--- config.mk ---
export PLATFORM = sky130hd
export DESIGN_NAME = mdsp_dev_flat
export DESIGN_NICKNAME = d
export VERILOG_FILES = /design/src/verilog/mdsp_pkg.sv /design/src/verilog/mdsp_if.sv /design/src/verilog/mdsp_dev.sv /design/src/flat_wrapper.sv
export VERILOG_INCLUDE_DIRS = /design/src /design/src/verilog
export SDC_FILE = /design/constraint.sdc
export NUM_CORES = 1
export LEC_CHECK = 0
export ABC_AREA = 1
export BUFFER_PORTS_ARGS = -buffer_cell sky130_fd_sc_hd__buf_2
export CORE_MARGIN = 2
export CORE_UTILIZATION = 60
export CTS_CLUSTER_DIAMETER = 60
export DETAILED_ROUTE_END_ITERATION = 8
export GPL_ROUTABILITY_DRIVEN = 0
export HOLD_SLACK_MARGIN = 0.08
export MAX_ROUTING_LAYER = met4
export PLACE_DENSITY = 0.77
export SYNTH_ARGS = -nofsm -noshare
export SYNTH_HDL_FRONTEND = slang
export SYNTH_SLANG_ARGS = --single-unit
--- constraint.sdc ---
create_clock -name clk_sys -period 4.57 [get_ports clk_sys]
set_input_delay 0.457 -clock clk_sys [delete_from_list [all_inputs] [get_ports clk_sys]]
set_output_delay 0.457 -clock clk_sys [all_outputs]
set_load 0.005 [all_outputs]
--- src/verilog/mdsp_regs.svh ---
// Register offsets, field positions and timing counts of the motor driver serial port
`ifndef MDSP_REGS_SVH
`define MDSP_REGS_SVH

`define MDSP_FRAME_BITS     5'd24
`define MDSP_LAST_BIT       5'd23
`define MDSP_CTRL_BIT       5'd7

`define MDSP_OFF_SYNC_TEST  6'h0b
`define MDSP_OFF_START_PWM  6'h20
`define MDSP_OFF_TEST_SEL   6'h21
`define MDSP_OFF_PHASE_DLY  6'h27
`define MDSP_OFF_PEAK_PW    6'h28
`define MDSP_OFF_STEP_CTRL  6'h29
`define MDSP_OFF_STEP_PER   6'h2a
`define MDSP_OFF_DC_CTRL    6'h2c

`define MDSP_MASK_SYNC_TEST 16'h0280
`define MDSP_MASK_START_PWM 16'h7fff
`define MDSP_MASK_TEST_SEL  16'h009f
`define MDSP_MASK_PHASE_DLY 16'h3fff
`define MDSP_MASK_PEAK_PW   16'hffff
`define MDSP_MASK_STEP_CTRL 16'h7cff
`define MDSP_MASK_STEP_PER  16'hffff
`define MDSP_MASK_DC_CTRL   16'h0007
`define MDSP_RESET_VALUE    16'h0000

`define MDSP_BIT_SYNC_EDGE  9
`define MDSP_BIT_TEST_A     7
`define MDSP_BIT_TEST_B     7
`define MDSP_BIT_DC_EN      2
`define MDSP_BIT_DC_A       1
`define MDSP_BIT_DC_B       0

`define MDSP_CLK_PERIOD_NS  100
`define MDSP_SCK_HALF_CYC   4'd8
`define MDSP_FS_WIDTH_NS    80000
`define MDSP_FS_WIDTH_CYC   ((`MDSP_FS_WIDTH_NS + `MDSP_CLK_PERIOD_NS - 1) / `MDSP_CLK_PERIOD_NS)
`define MDSP_CS_WAIT_NS     400
`define MDSP_CS_WAIT_CYC    ((`MDSP_CS_WAIT_NS + `MDSP_CLK_PERIOD_NS - 1) / `MDSP_CLK_PERIOD_NS)

`endif
--- src/verilog/mdsp_pkg.sv ---
// Types shared by both ends of the motor driver serial port
`default_nettype none
package mdsp_pkg;
  typedef enum logic [2:0] {
    MDSP_H_IDLE,
    MDSP_H_SETUP,
    MDSP_H_LOW,
    MDSP_H_HIGH,
    MDSP_H_END,
    MDSP_H_GAP
  } mdsp_host_state_t;
endpackage
`default_nettype wire

--- src/verilog/mdsp_if.sv ---
// Four-wire serial link plus frame sync between host and motor driver
`default_nettype none
interface mdsp_if;
  logic chip_select;
  logic serial_clock;
  logic serial_data_in;
  logic serial_data_out;
  logic serial_data_out_oe;
  logic frame_sync_in;
  logic serial_data_out_line;

  // Undriven line reads low, as a pull-down would give
  assign serial_data_out_line = serial_data_out_oe & serial_data_out;

  modport dev (
    input  chip_select, serial_clock, serial_data_in, frame_sync_in,
    output serial_data_out, serial_data_out_oe
  );
  modport host (
    output chip_select, serial_clock, serial_data_in, frame_sync_in,
    input  serial_data_out_line
  );
endinterface
`default_nettype wire

--- src/verilog/mdsp_dev.sv ---
// Device end: serial register port, register file and frame-sync loading
//
// Functional notes
// - Frame spans chip select high period
// - A transaction is exactly 24 bit periods
// - Sample input on serial clock rising edges
// - Read bits change on serial clock rise
// - Output off when deselected, else driven, zero outside read data
// - Chip select low resets serial control
// - Host keeps chip select low between frames
// - Host clocks steadily during selected frames
// - Address, control, data; all LSB first
// - Bit 6 selects read; bit 7 ignored
// - Host supplies reference clock for writes
// - DC bridge controls follow quickly
// - Frame sync pulse at least 80 us
// - Chip select 400 ns after sync edge; a request waiting as the pulse ends raises it on the edge that drops sync
// - Transfer ends 5 us before delay end
// - Reset pin clears every register
// - Sync edge select picks rising/falling
// - Motor settings load once per sync; a polarity bit write that raises the adjusted sync also loads them
`include "mdsp_regs.svh"
`default_nettype none
module mdsp_dev
  import mdsp_pkg::*;
(
  input  wire logic        clk_sys,
  input  wire logic        reset_n,
  mdsp_if.dev              link,
  output logic             sync_edge_select,
  output logic             test_enable_a,
  output logic             test_enable_b,
  output logic [4:0]       test_signal_select,
  output logic             dc_drive_enable,
  output logic             dc_drive_input_a,
  output logic             dc_drive_input_b,
  output logic [15:0]      start_delay_pwm_cfg,
  output logic [15:0]      phase_corr_excite_delay,
  output logic [15:0]      peak_pulse_width,
  output logic [15:0]      step_count_motion_ctrl,
  output logic [15:0]      step_period,
  output logic             frame_sync_tick,
  output logic             test_pulse_out
);

  // Pin synchronisers: cs, sck, sin, frame sync
  logic [3:0] pin_in;
  logic [3:0] s1_q;
  logic [3:0] s2_q;
  logic [3:0] s3_q;
  logic [3:0] filt_q;

  assign pin_in = {link.chip_select, link.serial_clock, link.serial_data_in, link.frame_sync_in};

  genvar g;
  generate
    for (g = 0; g < 4; g++) begin : g_sync
      always_ff @(posedge clk_sys or negedge reset_n) begin
        if (!reset_n) begin
          s1_q[g]   <= 1'b0;
          s2_q[g]   <= 1'b0;
          s3_q[g]   <= 1'b0;
          filt_q[g] <= 1'b0;
        end else begin
          s1_q[g] <= pin_in[g];
          s2_q[g] <= s1_q[g];
          s3_q[g] <= s2_q[g];
          if (s2_q[g] == s3_q[g]) begin
            filt_q[g] <= s3_q[g];
          end
        end
      end
    end
  endgenerate

  logic cs_f;
  logic sck_f;
  logic sin_f;
  logic fs_f;
  assign cs_f  = filt_q[3];
  assign sck_f = filt_q[2];
  assign sin_f = filt_q[1];
  assign fs_f  = filt_q[0];

  // Register file decode
  function automatic logic [3:0] mdsp_decode(input logic [5:0] addr);
    case (addr)
      `MDSP_OFF_SYNC_TEST: mdsp_decode = 4'h8;
      `MDSP_OFF_START_PWM: mdsp_decode = 4'h9;
      `MDSP_OFF_TEST_SEL:  mdsp_decode = 4'ha;
      `MDSP_OFF_PHASE_DLY: mdsp_decode = 4'hb;
      `MDSP_OFF_PEAK_PW:   mdsp_decode = 4'hc;
      `MDSP_OFF_STEP_CTRL: mdsp_decode = 4'hd;
      `MDSP_OFF_STEP_PER:  mdsp_decode = 4'he;
      `MDSP_OFF_DC_CTRL:   mdsp_decode = 4'hf;
      default:             mdsp_decode = 4'h0;
    endcase
  endfunction

  function automatic logic [15:0] mdsp_mask(input logic [2:0] idx);
    case (idx)
      3'd0:    mdsp_mask = `MDSP_MASK_SYNC_TEST;
      3'd1:    mdsp_mask = `MDSP_MASK_START_PWM;
      3'd2:    mdsp_mask = `MDSP_MASK_TEST_SEL;
      3'd3:    mdsp_mask = `MDSP_MASK_PHASE_DLY;
      3'd4:    mdsp_mask = `MDSP_MASK_PEAK_PW;
      3'd5:    mdsp_mask = `MDSP_MASK_STEP_CTRL;
      3'd6:    mdsp_mask = `MDSP_MASK_STEP_PER;
      default: mdsp_mask = `MDSP_MASK_DC_CTRL;
    endcase
  endfunction

  logic [15:0] regs_q [8];

  // Serial shifter
  logic        sck_prev_q;
  logic        sck_rise;
  logic [4:0]  bit_cnt_q;
  logic [23:0] shift_q;
  logic [15:0] rd_q;
  logic        reading_q;
  logic        wr_en_q;
  logic [5:0]  wr_addr_q;
  logic [15:0] wr_data_q;
  logic [3:0]  rd_dec;
  logic [3:0]  wr_dec;

  assign sck_rise = sck_f & ~sck_prev_q;
  // Bit 7 is being sampled: address sits in shift_q[22:17]
  assign rd_dec   = mdsp_decode(shift_q[22:17]);
  assign wr_dec   = mdsp_decode(wr_addr_q);

  always_ff @(posedge clk_sys or negedge reset_n) begin
    if (!reset_n) begin
      sck_prev_q <= 1'b0;
    end else begin
      sck_prev_q <= sck_f;
    end
  end

  always_ff @(posedge clk_sys or negedge reset_n) begin
    if (!reset_n) begin
      bit_cnt_q <= 5'd0;
      shift_q   <= 24'h000000;
      rd_q      <= 16'h0000;
      reading_q <= 1'b0;
    end else if (!cs_f) begin
      bit_cnt_q <= 5'd0;
      shift_q   <= 24'h000000;
      rd_q      <= 16'h0000;
      reading_q <= 1'b0;
    end else if (sck_rise && bit_cnt_q < `MDSP_FRAME_BITS) begin
      shift_q   <= {sin_f, shift_q[23:1]};
      bit_cnt_q <= bit_cnt_q + 5'd1;
      if (bit_cnt_q == `MDSP_CTRL_BIT) begin
        // Bit 6 is the direction, bit 7 (just sampled) is dropped
        reading_q <= shift_q[23];
        rd_q      <= rd_dec[3] ? regs_q[rd_dec[2:0]] : 16'h0000;
      end else if (bit_cnt_q > `MDSP_CTRL_BIT) begin
        rd_q <= {1'b0, rd_q[15:1]};
      end
    end
  end

  // Commit only on the 24th rising edge; cut frames never get here
  always_ff @(posedge clk_sys or negedge reset_n) begin
    if (!reset_n) begin
      wr_en_q   <= 1'b0;
      wr_addr_q <= 6'h00;
      wr_data_q <= 16'h0000;
    end else begin
      wr_en_q <= cs_f && sck_rise && bit_cnt_q == `MDSP_LAST_BIT && !shift_q[7];
      if (cs_f && sck_rise && bit_cnt_q == `MDSP_LAST_BIT) begin
        wr_addr_q <= shift_q[6:1];
        wr_data_q <= {sin_f, shift_q[23:9]};
      end
    end
  end

  // Output register; enable follows the filtered chip select
  always_ff @(posedge clk_sys or negedge reset_n) begin
    if (!reset_n) begin
      link.serial_data_out    <= 1'b0;
      link.serial_data_out_oe <= 1'b0;
    end else begin
      link.serial_data_out    <= cs_f & reading_q & rd_q[0];
      link.serial_data_out_oe <= cs_f;
    end
  end

  // Registers: masked writes, unmapped addresses ignored
  always_ff @(posedge clk_sys or negedge reset_n) begin
    if (!reset_n) begin
      for (int i = 0; i < 8; i++) begin
        regs_q[i] <= `MDSP_RESET_VALUE;
      end
    end else if (wr_en_q && wr_dec[3]) begin
      regs_q[wr_dec[2:0]] <= wr_data_q & mdsp_mask(wr_dec[2:0]);
    end
  end

  // Frame sync edge detect on the selected polarity
  logic fs_pol;
  logic fs_prev_q;
  logic fs_tick;
  assign fs_pol  = fs_f ^ regs_q[0][`MDSP_BIT_SYNC_EDGE];
  assign fs_tick = fs_pol & ~fs_prev_q;

  always_ff @(posedge clk_sys or negedge reset_n) begin
    if (!reset_n) begin
      fs_prev_q       <= 1'b0;
      frame_sync_tick <= 1'b0;
      test_pulse_out  <= 1'b0;
    end else begin
      fs_prev_q       <= fs_pol;
      frame_sync_tick <= fs_tick;
      // Test output mirrors the polarity-adjusted sync when enabled
      test_pulse_out  <= regs_q[2][`MDSP_BIT_TEST_B] & fs_pol;
    end
  end

  // Motor settings move to the working copy on a sync edge, or when a polarity bit write raises the adjusted sync
  always_ff @(posedge clk_sys or negedge reset_n) begin
    if (!reset_n) begin
      start_delay_pwm_cfg     <= `MDSP_RESET_VALUE;
      phase_corr_excite_delay <= `MDSP_RESET_VALUE;
      peak_pulse_width        <= `MDSP_RESET_VALUE;
      step_count_motion_ctrl  <= `MDSP_RESET_VALUE;
      step_period             <= `MDSP_RESET_VALUE;
    end else if (fs_tick) begin
      start_delay_pwm_cfg     <= regs_q[1];
      phase_corr_excite_delay <= regs_q[3];
      peak_pulse_width        <= regs_q[4];
      step_count_motion_ctrl  <= regs_q[5];
      step_period             <= regs_q[6];
    end
  end

  // Immediate registers drive their outputs straight from the flops
  assign sync_edge_select   = regs_q[0][`MDSP_BIT_SYNC_EDGE];
  assign test_enable_a      = regs_q[0][`MDSP_BIT_TEST_A];
  assign test_enable_b      = regs_q[2][`MDSP_BIT_TEST_B];
  assign test_signal_select = regs_q[2][4:0];
  assign dc_drive_enable    = regs_q[7][`MDSP_BIT_DC_EN];
  assign dc_drive_input_a   = regs_q[7][`MDSP_BIT_DC_A];
  assign dc_drive_input_b   = regs_q[7][`MDSP_BIT_DC_B];

endmodule
`default_nettype wire

--- src/flat_wrapper.sv ---
// flat-port wrapper written by rule: the top's interface ports become plain ports
module mdsp_dev_flat import mdsp_pkg::*;
  (clk_sys, reset_n, sync_edge_select, test_enable_a, test_enable_b, test_signal_select, dc_drive_enable, dc_drive_input_a, dc_drive_input_b, start_delay_pwm_cfg, phase_corr_excite_delay, peak_pulse_width, step_count_motion_ctrl, step_period, frame_sync_tick, test_pulse_out, link_chip_select, link_serial_clock, link_serial_data_in, link_frame_sync_in, link_serial_data_out, link_serial_data_out_oe);
  mdsp_if link_i ();
  input  wire logic clk_sys;
  input  wire logic reset_n;
  output logic sync_edge_select;
  output logic test_enable_a;
  output logic test_enable_b;
  output logic [4:0] test_signal_select;
  output logic dc_drive_enable;
  output logic dc_drive_input_a;
  output logic dc_drive_input_b;
  output logic [15:0] start_delay_pwm_cfg;
  output logic [15:0] phase_corr_excite_delay;
  output logic [15:0] peak_pulse_width;
  output logic [15:0] step_count_motion_ctrl;
  output logic [15:0] step_period;
  output logic frame_sync_tick;
  output logic test_pulse_out;
  input wire logic [$bits(link_i.chip_select)-1:0] link_chip_select;
  input wire logic [$bits(link_i.serial_clock)-1:0] link_serial_clock;
  input wire logic [$bits(link_i.serial_data_in)-1:0] link_serial_data_in;
  input wire logic [$bits(link_i.frame_sync_in)-1:0] link_frame_sync_in;
  output wire logic [$bits(link_i.serial_data_out)-1:0] link_serial_data_out;
  output wire logic [$bits(link_i.serial_data_out_oe)-1:0] link_serial_data_out_oe;
  assign link_i.chip_select = link_chip_select;
  assign link_i.serial_clock = link_serial_clock;
  assign link_i.serial_data_in = link_serial_data_in;
  assign link_i.frame_sync_in = link_frame_sync_in;
  assign link_serial_data_out = link_i.serial_data_out;
  assign link_serial_data_out_oe = link_i.serial_data_out_oe;
  mdsp_dev u_core (.clk_sys(clk_sys), .reset_n(reset_n), .link(link_i), .sync_edge_select(sync_edge_select), .test_enable_a(test_enable_a), .test_enable_b(test_enable_b), .test_signal_select(test_signal_select), .dc_drive_enable(dc_drive_enable), .dc_drive_input_a(dc_drive_input_a), .dc_drive_input_b(dc_drive_input_b), .start_delay_pwm_cfg(start_delay_pwm_cfg), .phase_corr_excite_delay(phase_corr_excite_delay), .peak_pulse_width(peak_pulse_width), .step_count_motion_ctrl(step_count_motion_ctrl), .step_period(step_period), .frame_sync_tick(frame_sync_tick), .test_pulse_out(test_pulse_out));
endmodule
Yosys cells after proc, flatten, opt, wreduce, memory -nomap -nowiden:

Index checks and enable logic that the tools add are counted.

* register bits: 299
* latch bits: 0
* memory bits (writable): 0
* ROM bits: 0
* input bits: 6
* output and inout port bits: 95
* word-level logic and storage cells: 123
* memories kept: 0

* add/subtract/negate cells: 1
* multiply operators: 0
* div/mod/pow operators: 0
* $lt $le $gt $ge: 5
* eq/ne operators: 31
* shift-type cells: 0
* multiplexer cells: 22
* bitwise operators: 11
* reduce and logical (&&, ||, !) cells: 11

Operators by type and width (number)
* $mux W16: 9
* $bwmux W128: 1
* $pmux W16 S6: 1
* $eq A6 B6 Y1 const B: 14
* $pmux W4 S8: 2
* $bmux W16 S3: 1
* $demux W16 S3: 1
* $mux W24: 2
* $and A16 B16 Y16: 1
* $eq A6 B4 Y1 const B: 2
* $mux W5: 2
* $eq A3 B3 Y1 const B: 3
* $ge A4 B4 Y1 const B: 2
* $not A3 Y4: 2
* $eq A3 B2 Y1 const B: 2
* $logic_and A1 B1 Y1: 6
* $add A5 B1 Y5 const B: 1
* $and A1 B1 Y1: 5
* $eq A5 B3 Y1 const B: 1
* $eq A5 B5 Y1 const B: 1
* $gt A5 B3 Y1 const B: 1
* $lt A5 B5 Y1 const B: 1
* $eq A1 B1 Y1: 4
* $lt A4 B1 Y1 const B: 1
* other kinds (10): 15

Logic depth before layout (Yosys ltp):

* word-level depth: 10
* depth in mapped cells: 15
* mapped depth without buffers: 14

Worst setup path after synthesis:

Ideal clock, no wire load.

* kind: flip-flop to flip-flop
* start point: reg u_core.bit_cnt_q[0]
* end point: reg u_core.rd_q[10]
* setup time: 66 ps
* arrival time: 1746 ps
* required time: 4504 ps
* setup slack: 2759 ps
* cell stages (with the launch flop): 10
* buffers on the path: 2
* period minus slack after synthesis: 1811 ps
* path through: dfrtp_1 > ha_1 > nand2_1 > nor2_1 > nor4_1 > or2_2 > clkbuf_1 > clkbuf_1 > nand2_1 > nand2_1

* longest elaborated chain between the ends: 4
* elaborated cells on any way between the ends: 10

Ends and longest elaborated chain
* start, declared: RTL line mdsp_dev.sv:118 `logic [4:0] bit_cnt_q;`
* start signal, assigned: RTL line mdsp_dev.sv:154 `bit_cnt_q <= bit_cnt_q + 5'd1;`
* $lt A5 B5 Y1 (no line) or $eq A5 B3 Y1 (tied branches)
* $logic_and A1 B1 Y1 (no line) or $mux W16 (tied branches)
* $ne A2 B2 Y1 (no line) or $mux W16 (tied branches)
* $reduce_and A2 Y1 (no line) or $mux W16 (tied branches)
* end signal, assigned: RTL line mdsp_dev.sv:158 `rd_q <= rd_dec[3] ? regs_q[rd_dec[2:0]] : 16'h0000;`
* end signal, assigned: RTL line mdsp_dev.sv:160 `rd_q <= {1'b0, rd_q[15:1]};`
* end, declared: RTL line mdsp_dev.sv:120 `logic [15:0] rd_q;`

Parallel ways exist; a longest one is shown, timed or not. The select of a mux whose other input is x is not followed.
A chain may end at the register's enable or synchronous reset.

Worst setup path in the final report:

* start point: reg u_core.filt_q[3], in the netlist u_core.cs_f
* end point: reg u_core.rd_q[2]

* longest elaborated chain between the ends: 2
* elaborated cells on any way between the ends: 4

Ends and longest elaborated chain
* start, declared: RTL line mdsp_dev.sv:51 `logic [3:0] filt_q;`
* start signal, assigned by index: RTL line mdsp_dev.sv:69 `filt_q[g] <= s3_q[g];`
* $ne A3 B3 Y1 (no line) or $ne A2 B2 Y1 (tied branches)
* $reduce_and A2 Y1 (no line)

Parallel ways exist; a longest one is shown, timed or not.

==> out/metrics.yaml <==
floorplanning:
  dieHeight_um: 149
  die-width_um: 149
  row_count: 53
  core_area_um2: 20800
  fp.dieArea_um2: 22200
  count_of_pins_on_the_block_boundary: 101
  floorplan.initialDensity_pct: 60.7
cells_and_area:
  area_growth_syn_to_layout_pct: 13.7
  layout.cell_area.non_filler_um2: 14400
  finish.net_count: 1559
  utilization_pct: 69.0
  n_antenna_cell: 0
  drive_gt1_share_pct: 13.6
power:
  total_power_w: 0.00558
  share_clk_of_total_power_pct: 48.8
  p_switching_w: 0.00122
  power.density_nw_per_um2: 389
  internal_power_w: 0.00436
  p_seq_share_pct: 47.9
  total_leakage_power_nw: 7.61
  switching_share_pct: 21.9
  vdd_ir_drop_max_mv: 0.308
  combPwrFrac_pct: 3.3
synthesis:
  synth_seq_area_share_pct: 59.0
  ys_async_sr_fraction_pct: 100
  yosys-top-cells-area: "sky130_fd_sc_hd__dfrtp_1 59%, sky130_fd_sc_hd__nand2_1 19%, sky130_fd_sc_hd__nand3_1 3.8%, sky130_fd_sc_hd__o21ai_0 3.5%, sky130_fd_sc_hd__inv_1 2.9%"
  postSynthAreaPerCell_um2: 8.54
  mappedNetlistNets: 1486
  synth_ff_type: "sky130_fd_sc_hd__dfrtp_1"
  flip_flop_and_latch_count_after_synthesis: 298
  netlist-cell-type-count: 39
  number_of_instances_in_the_synthesized_netlist: 1479
  synth_enable_flop_cells: 0
  synth.cell_area_um2: 12600
  largest_area_contributor_in_the_netlist: "sky130_fd_sc_hd__dfrtp_1"
  synth_top_cell_area_share_pct: 59.0
  ys.warnings.count: 0
route:
  totalWireLength_um: 31100
  drt_pre_antenna_iters: 5
  drt_first_iter_violations: 727
  route.antenna.remaining_nets: 0
  vias: 10100
  route.detailed.vias_per_inst: 5.44
  route.detailed.drc: 0
  drt-wirelength-per-cell_um: 16.8
worst_setup_path:
  crit_buf_inv: 2
  critical_path.slowest_cell: "sky130_fd_sc_hd__nor2_1"
  worst_ep_arrival_time_ns: 3.47
  worstSetupPathDepth: 6
  rr_worst_depth: 6
  required_ns: 5.05
  timing.critical_path.max_delay_family: "simple AND/OR/NAND/NOR gates"
  rrSetupSlack_ns: 1.58
  worst_setup_path_end_kind: "register"
  ordered_list_of_cells_on_the_worst_path: "inv_1 -> nor2_1 -> inv_1 -> nor2_1 -> nand2_1 -> nand2_1"
  critical_path_peak_fanout: 29
  startpoint_class_of_the_critical_path: "register"
  worstSetupPathType: "reg -> reg"
  worst_path_largest_cell_delay_ns: 0.94
cts:
  numCtsBuffers: 31
  clkLatencyLatePin_ns: 0.56
  depth_of_the_cts_h_tree: 1
  postCtsResizedCells: 0
  cts.sink_count: 298
  clk_transition_reported_paths_ns: 0.06
  cts.path.max_buffers: 3
  post-cts-setup-buffers: 0
  clock_tree_from_tritoncts: "yes"
  post_cts_hold_buffer_count: 5
  root_buffer_master: "sky130_fd_sc_hd__clkbuf_16"
sta:
  hold_violations: 0
  timing.setup.tns_ns: 0
  tightestPinTransition_ns: 1.21
  setup-violations-final: 0
  grt_setup_unrepaired: "false"
  timing.slew.headroom_pct: 19.1
  clock-skew-final_ns: 0.00882
  worst_slack_ns: 1.58
  max_freq_mhz: 335
  period_share_pct: 65.4
  layout_min_cycle_time_ns: 2.99
  timing.final.max_slew_violations: 0
run_status:
  status: "completed"
flow_run:
  max_cap_viol_count: 0
global_routing:
  grt_pass1_vias: 9560
  grt_antenna_before_repair: 0
  grt.overflow.total: 0
  global_route.usage.total_pct: 29.9
  largest_net_degree_at_the_start_of_global_routing: 99
  first_pass_grt_wire_length_um: 50500
place:
  dp_hpwl_um: 21000
  port-buffer-count: 100
  detailed_place.area_um2: 13200
  placement.setup.worst_slack_ns: 1.67
worst_hold_path:
  hold_path_cell_cnt: 0
  worstHoldPathType: "reg -> reg"
==> per-layer routing <==
| layer | part of all wire [%] | wire length, um | GRT usage [%] | up-vias |
|---|---|---|---|---|
| met5 | 0 | 0 | - | - |
| met4 | 4.8 | 1490 | 12.5 | 0 |
| met3 | 7.3 | 2260 | 4.59 | 92 |
| met2 | 46 | 14400 | 45.4 | 420 |
| met1 | 42 | 13000 | 40.8 | 4779 |
| li1 | - | - | - | 4782 |
==> cell families after synthesis <==
family / after synthesis / share of synthesized area [%]
DFF: 298 / 59.0
buffers and inverters: 178 / 6.27
adders and majority gates: 5 / 0.416
and+or+nand+nor: 837 / 27.0
muxes: 4 / 0.357
AOI/OAI and AO/OA: 157 / 6.87
==> worst paths after layout <==
kind | from | end
setup / recovery | u_core.cs_f$_DFFE_PN0N_ | u_core.rd_q[2]$_DFFE_PN0P_
hold / removal | u_core.s1_q[1]$_DFF_PN0_ | u_core.s2_q[1]$_DFF_PN0_
setup reg to reg | u_core.cs_f$_DFFE_PN0N_ | u_core.rd_q[2]$_DFFE_PN0P_
hold reg to reg | u_core.s1_q[1]$_DFF_PN0_ | u_core.s2_q[1]$_DFF_PN0_
max in group asynchronous | reset_n | u_core.regs_q[74]$_DFFE_PN0P_
min in group asynchronous | reset_n | u_core.regs_q[19]$_DFFE_PN0P_
==> power groups by stage <==
stage / combinational (W) / sequential, W / clock (W)
3_5_place_dp: 0.000186 / 0.00272 / 0
3_3_place_gp: 0.000183 / 0.00272 / 0
4_1_cts: 0.000190 / 0.00267 / 0.00276
6_report: 0.000185 / 0.00267 / 0.00273
5_1_grt: 0.000212 / 0.00267 / 0.00288
2_1_floorplan: 0.000109 / 0.00271 / 0
==> sequential cells by signal, indices dropped and copies added (netlist names), 4 cells and up <==
name	cells
u_core.step_period	16
u_core.rd_q	16
u_core.step_count_motion_ctrl	16
u_core.wr_data_q	16
u_core.test_signal_select	5
u_core.regs_q	117
u_core.phase_corr_excite_delay	16
u_core.start_delay_pwm_cfg	16
u_core.peak_pulse_width	16
u_core.shift_q	23
u_core.bit_cnt_q	5
u_core.s3_q	4
u_core.s1_q	4
u_core.wr_addr_q	6
u_core.s2_q	4
==> per-stage QoR <==
| step | hold slack [ns] | std cells |
|---|---|---|
| 2_1_floorplan | 0.161 | 1479 |
| 3_3_place_gp | 0.334 | 1789 |
| 3_5_place_dp | 0.337 | 1789 |
| 4_1_cts | 0.351 | 1851 |
| 5_1_grt | 0.365 | 1851 |
| 6_report | 0.348 | 1851 |
==> cell type report <==
type | instances | area [um2]
Clock buffer | 38 | 852
Clock inverter | 19 | 278
Fill cell | 1680 | 6460
Inverter | 103 | 389
Multi-Input combinational cell | 1003 | 4400
Sequential cell | 298 | 7460
Tap cell | 275 | 344
Timing Repair Buffer | 115 | 648
==> cell usage after synthesis, types with 7 or more instances <==
master and number:
sky130_fd_sc_hd__nand2_1 650, sky130_fd_sc_hd__nand3_1 97, sky130_fd_sc_hd__clkbuf_1 36, sky130_fd_sc_hd__buf_2 16, sky130_fd_sc_hd__buf_6 7, sky130_fd_sc_hd__o21ai_0 88
sky130_fd_sc_hd__dfrtp_1 298, sky130_fd_sc_hd__buf_4 13, sky130_fd_sc_hd__inv_1 98, sky130_fd_sc_hd__o21ai_2 12, sky130_fd_sc_hd__nor2_1 54, sky130_fd_sc_hd__a21oi_1 14
sky130_fd_sc_hd__nand4_1 7, sky130_fd_sc_hd__o21ai_1 35
==> worst reg2reg max path, stage by stage, from the launching register on <==
cell,delay (ns)
sky130_fd_sc_hd__dfrtp_1,0.93
sky130_fd_sc_hd__inv_1,0.26
sky130_fd_sc_hd__nor2_1,0.35
sky130_fd_sc_hd__inv_1,0.15
sky130_fd_sc_hd__nor2_1,0.94
sky130_fd_sc_hd__nand2_1,0.17
sky130_fd_sc_hd__nand2_1,0.11
==> cell usage in the layout, fill, tap and decap left out, drive strengths merged, types with 7 or more instances in the layout <==
cell type / count
nand2: 654
dfrtp: 298
o21ai: 136
buf: 110
inv: 105
nand3: 103
nor2: 64
clkbuf: 38
a21oi: 15
clkinv: 10
nand4: 7
No activity file was read; power rests on OpenSTA's default activity.
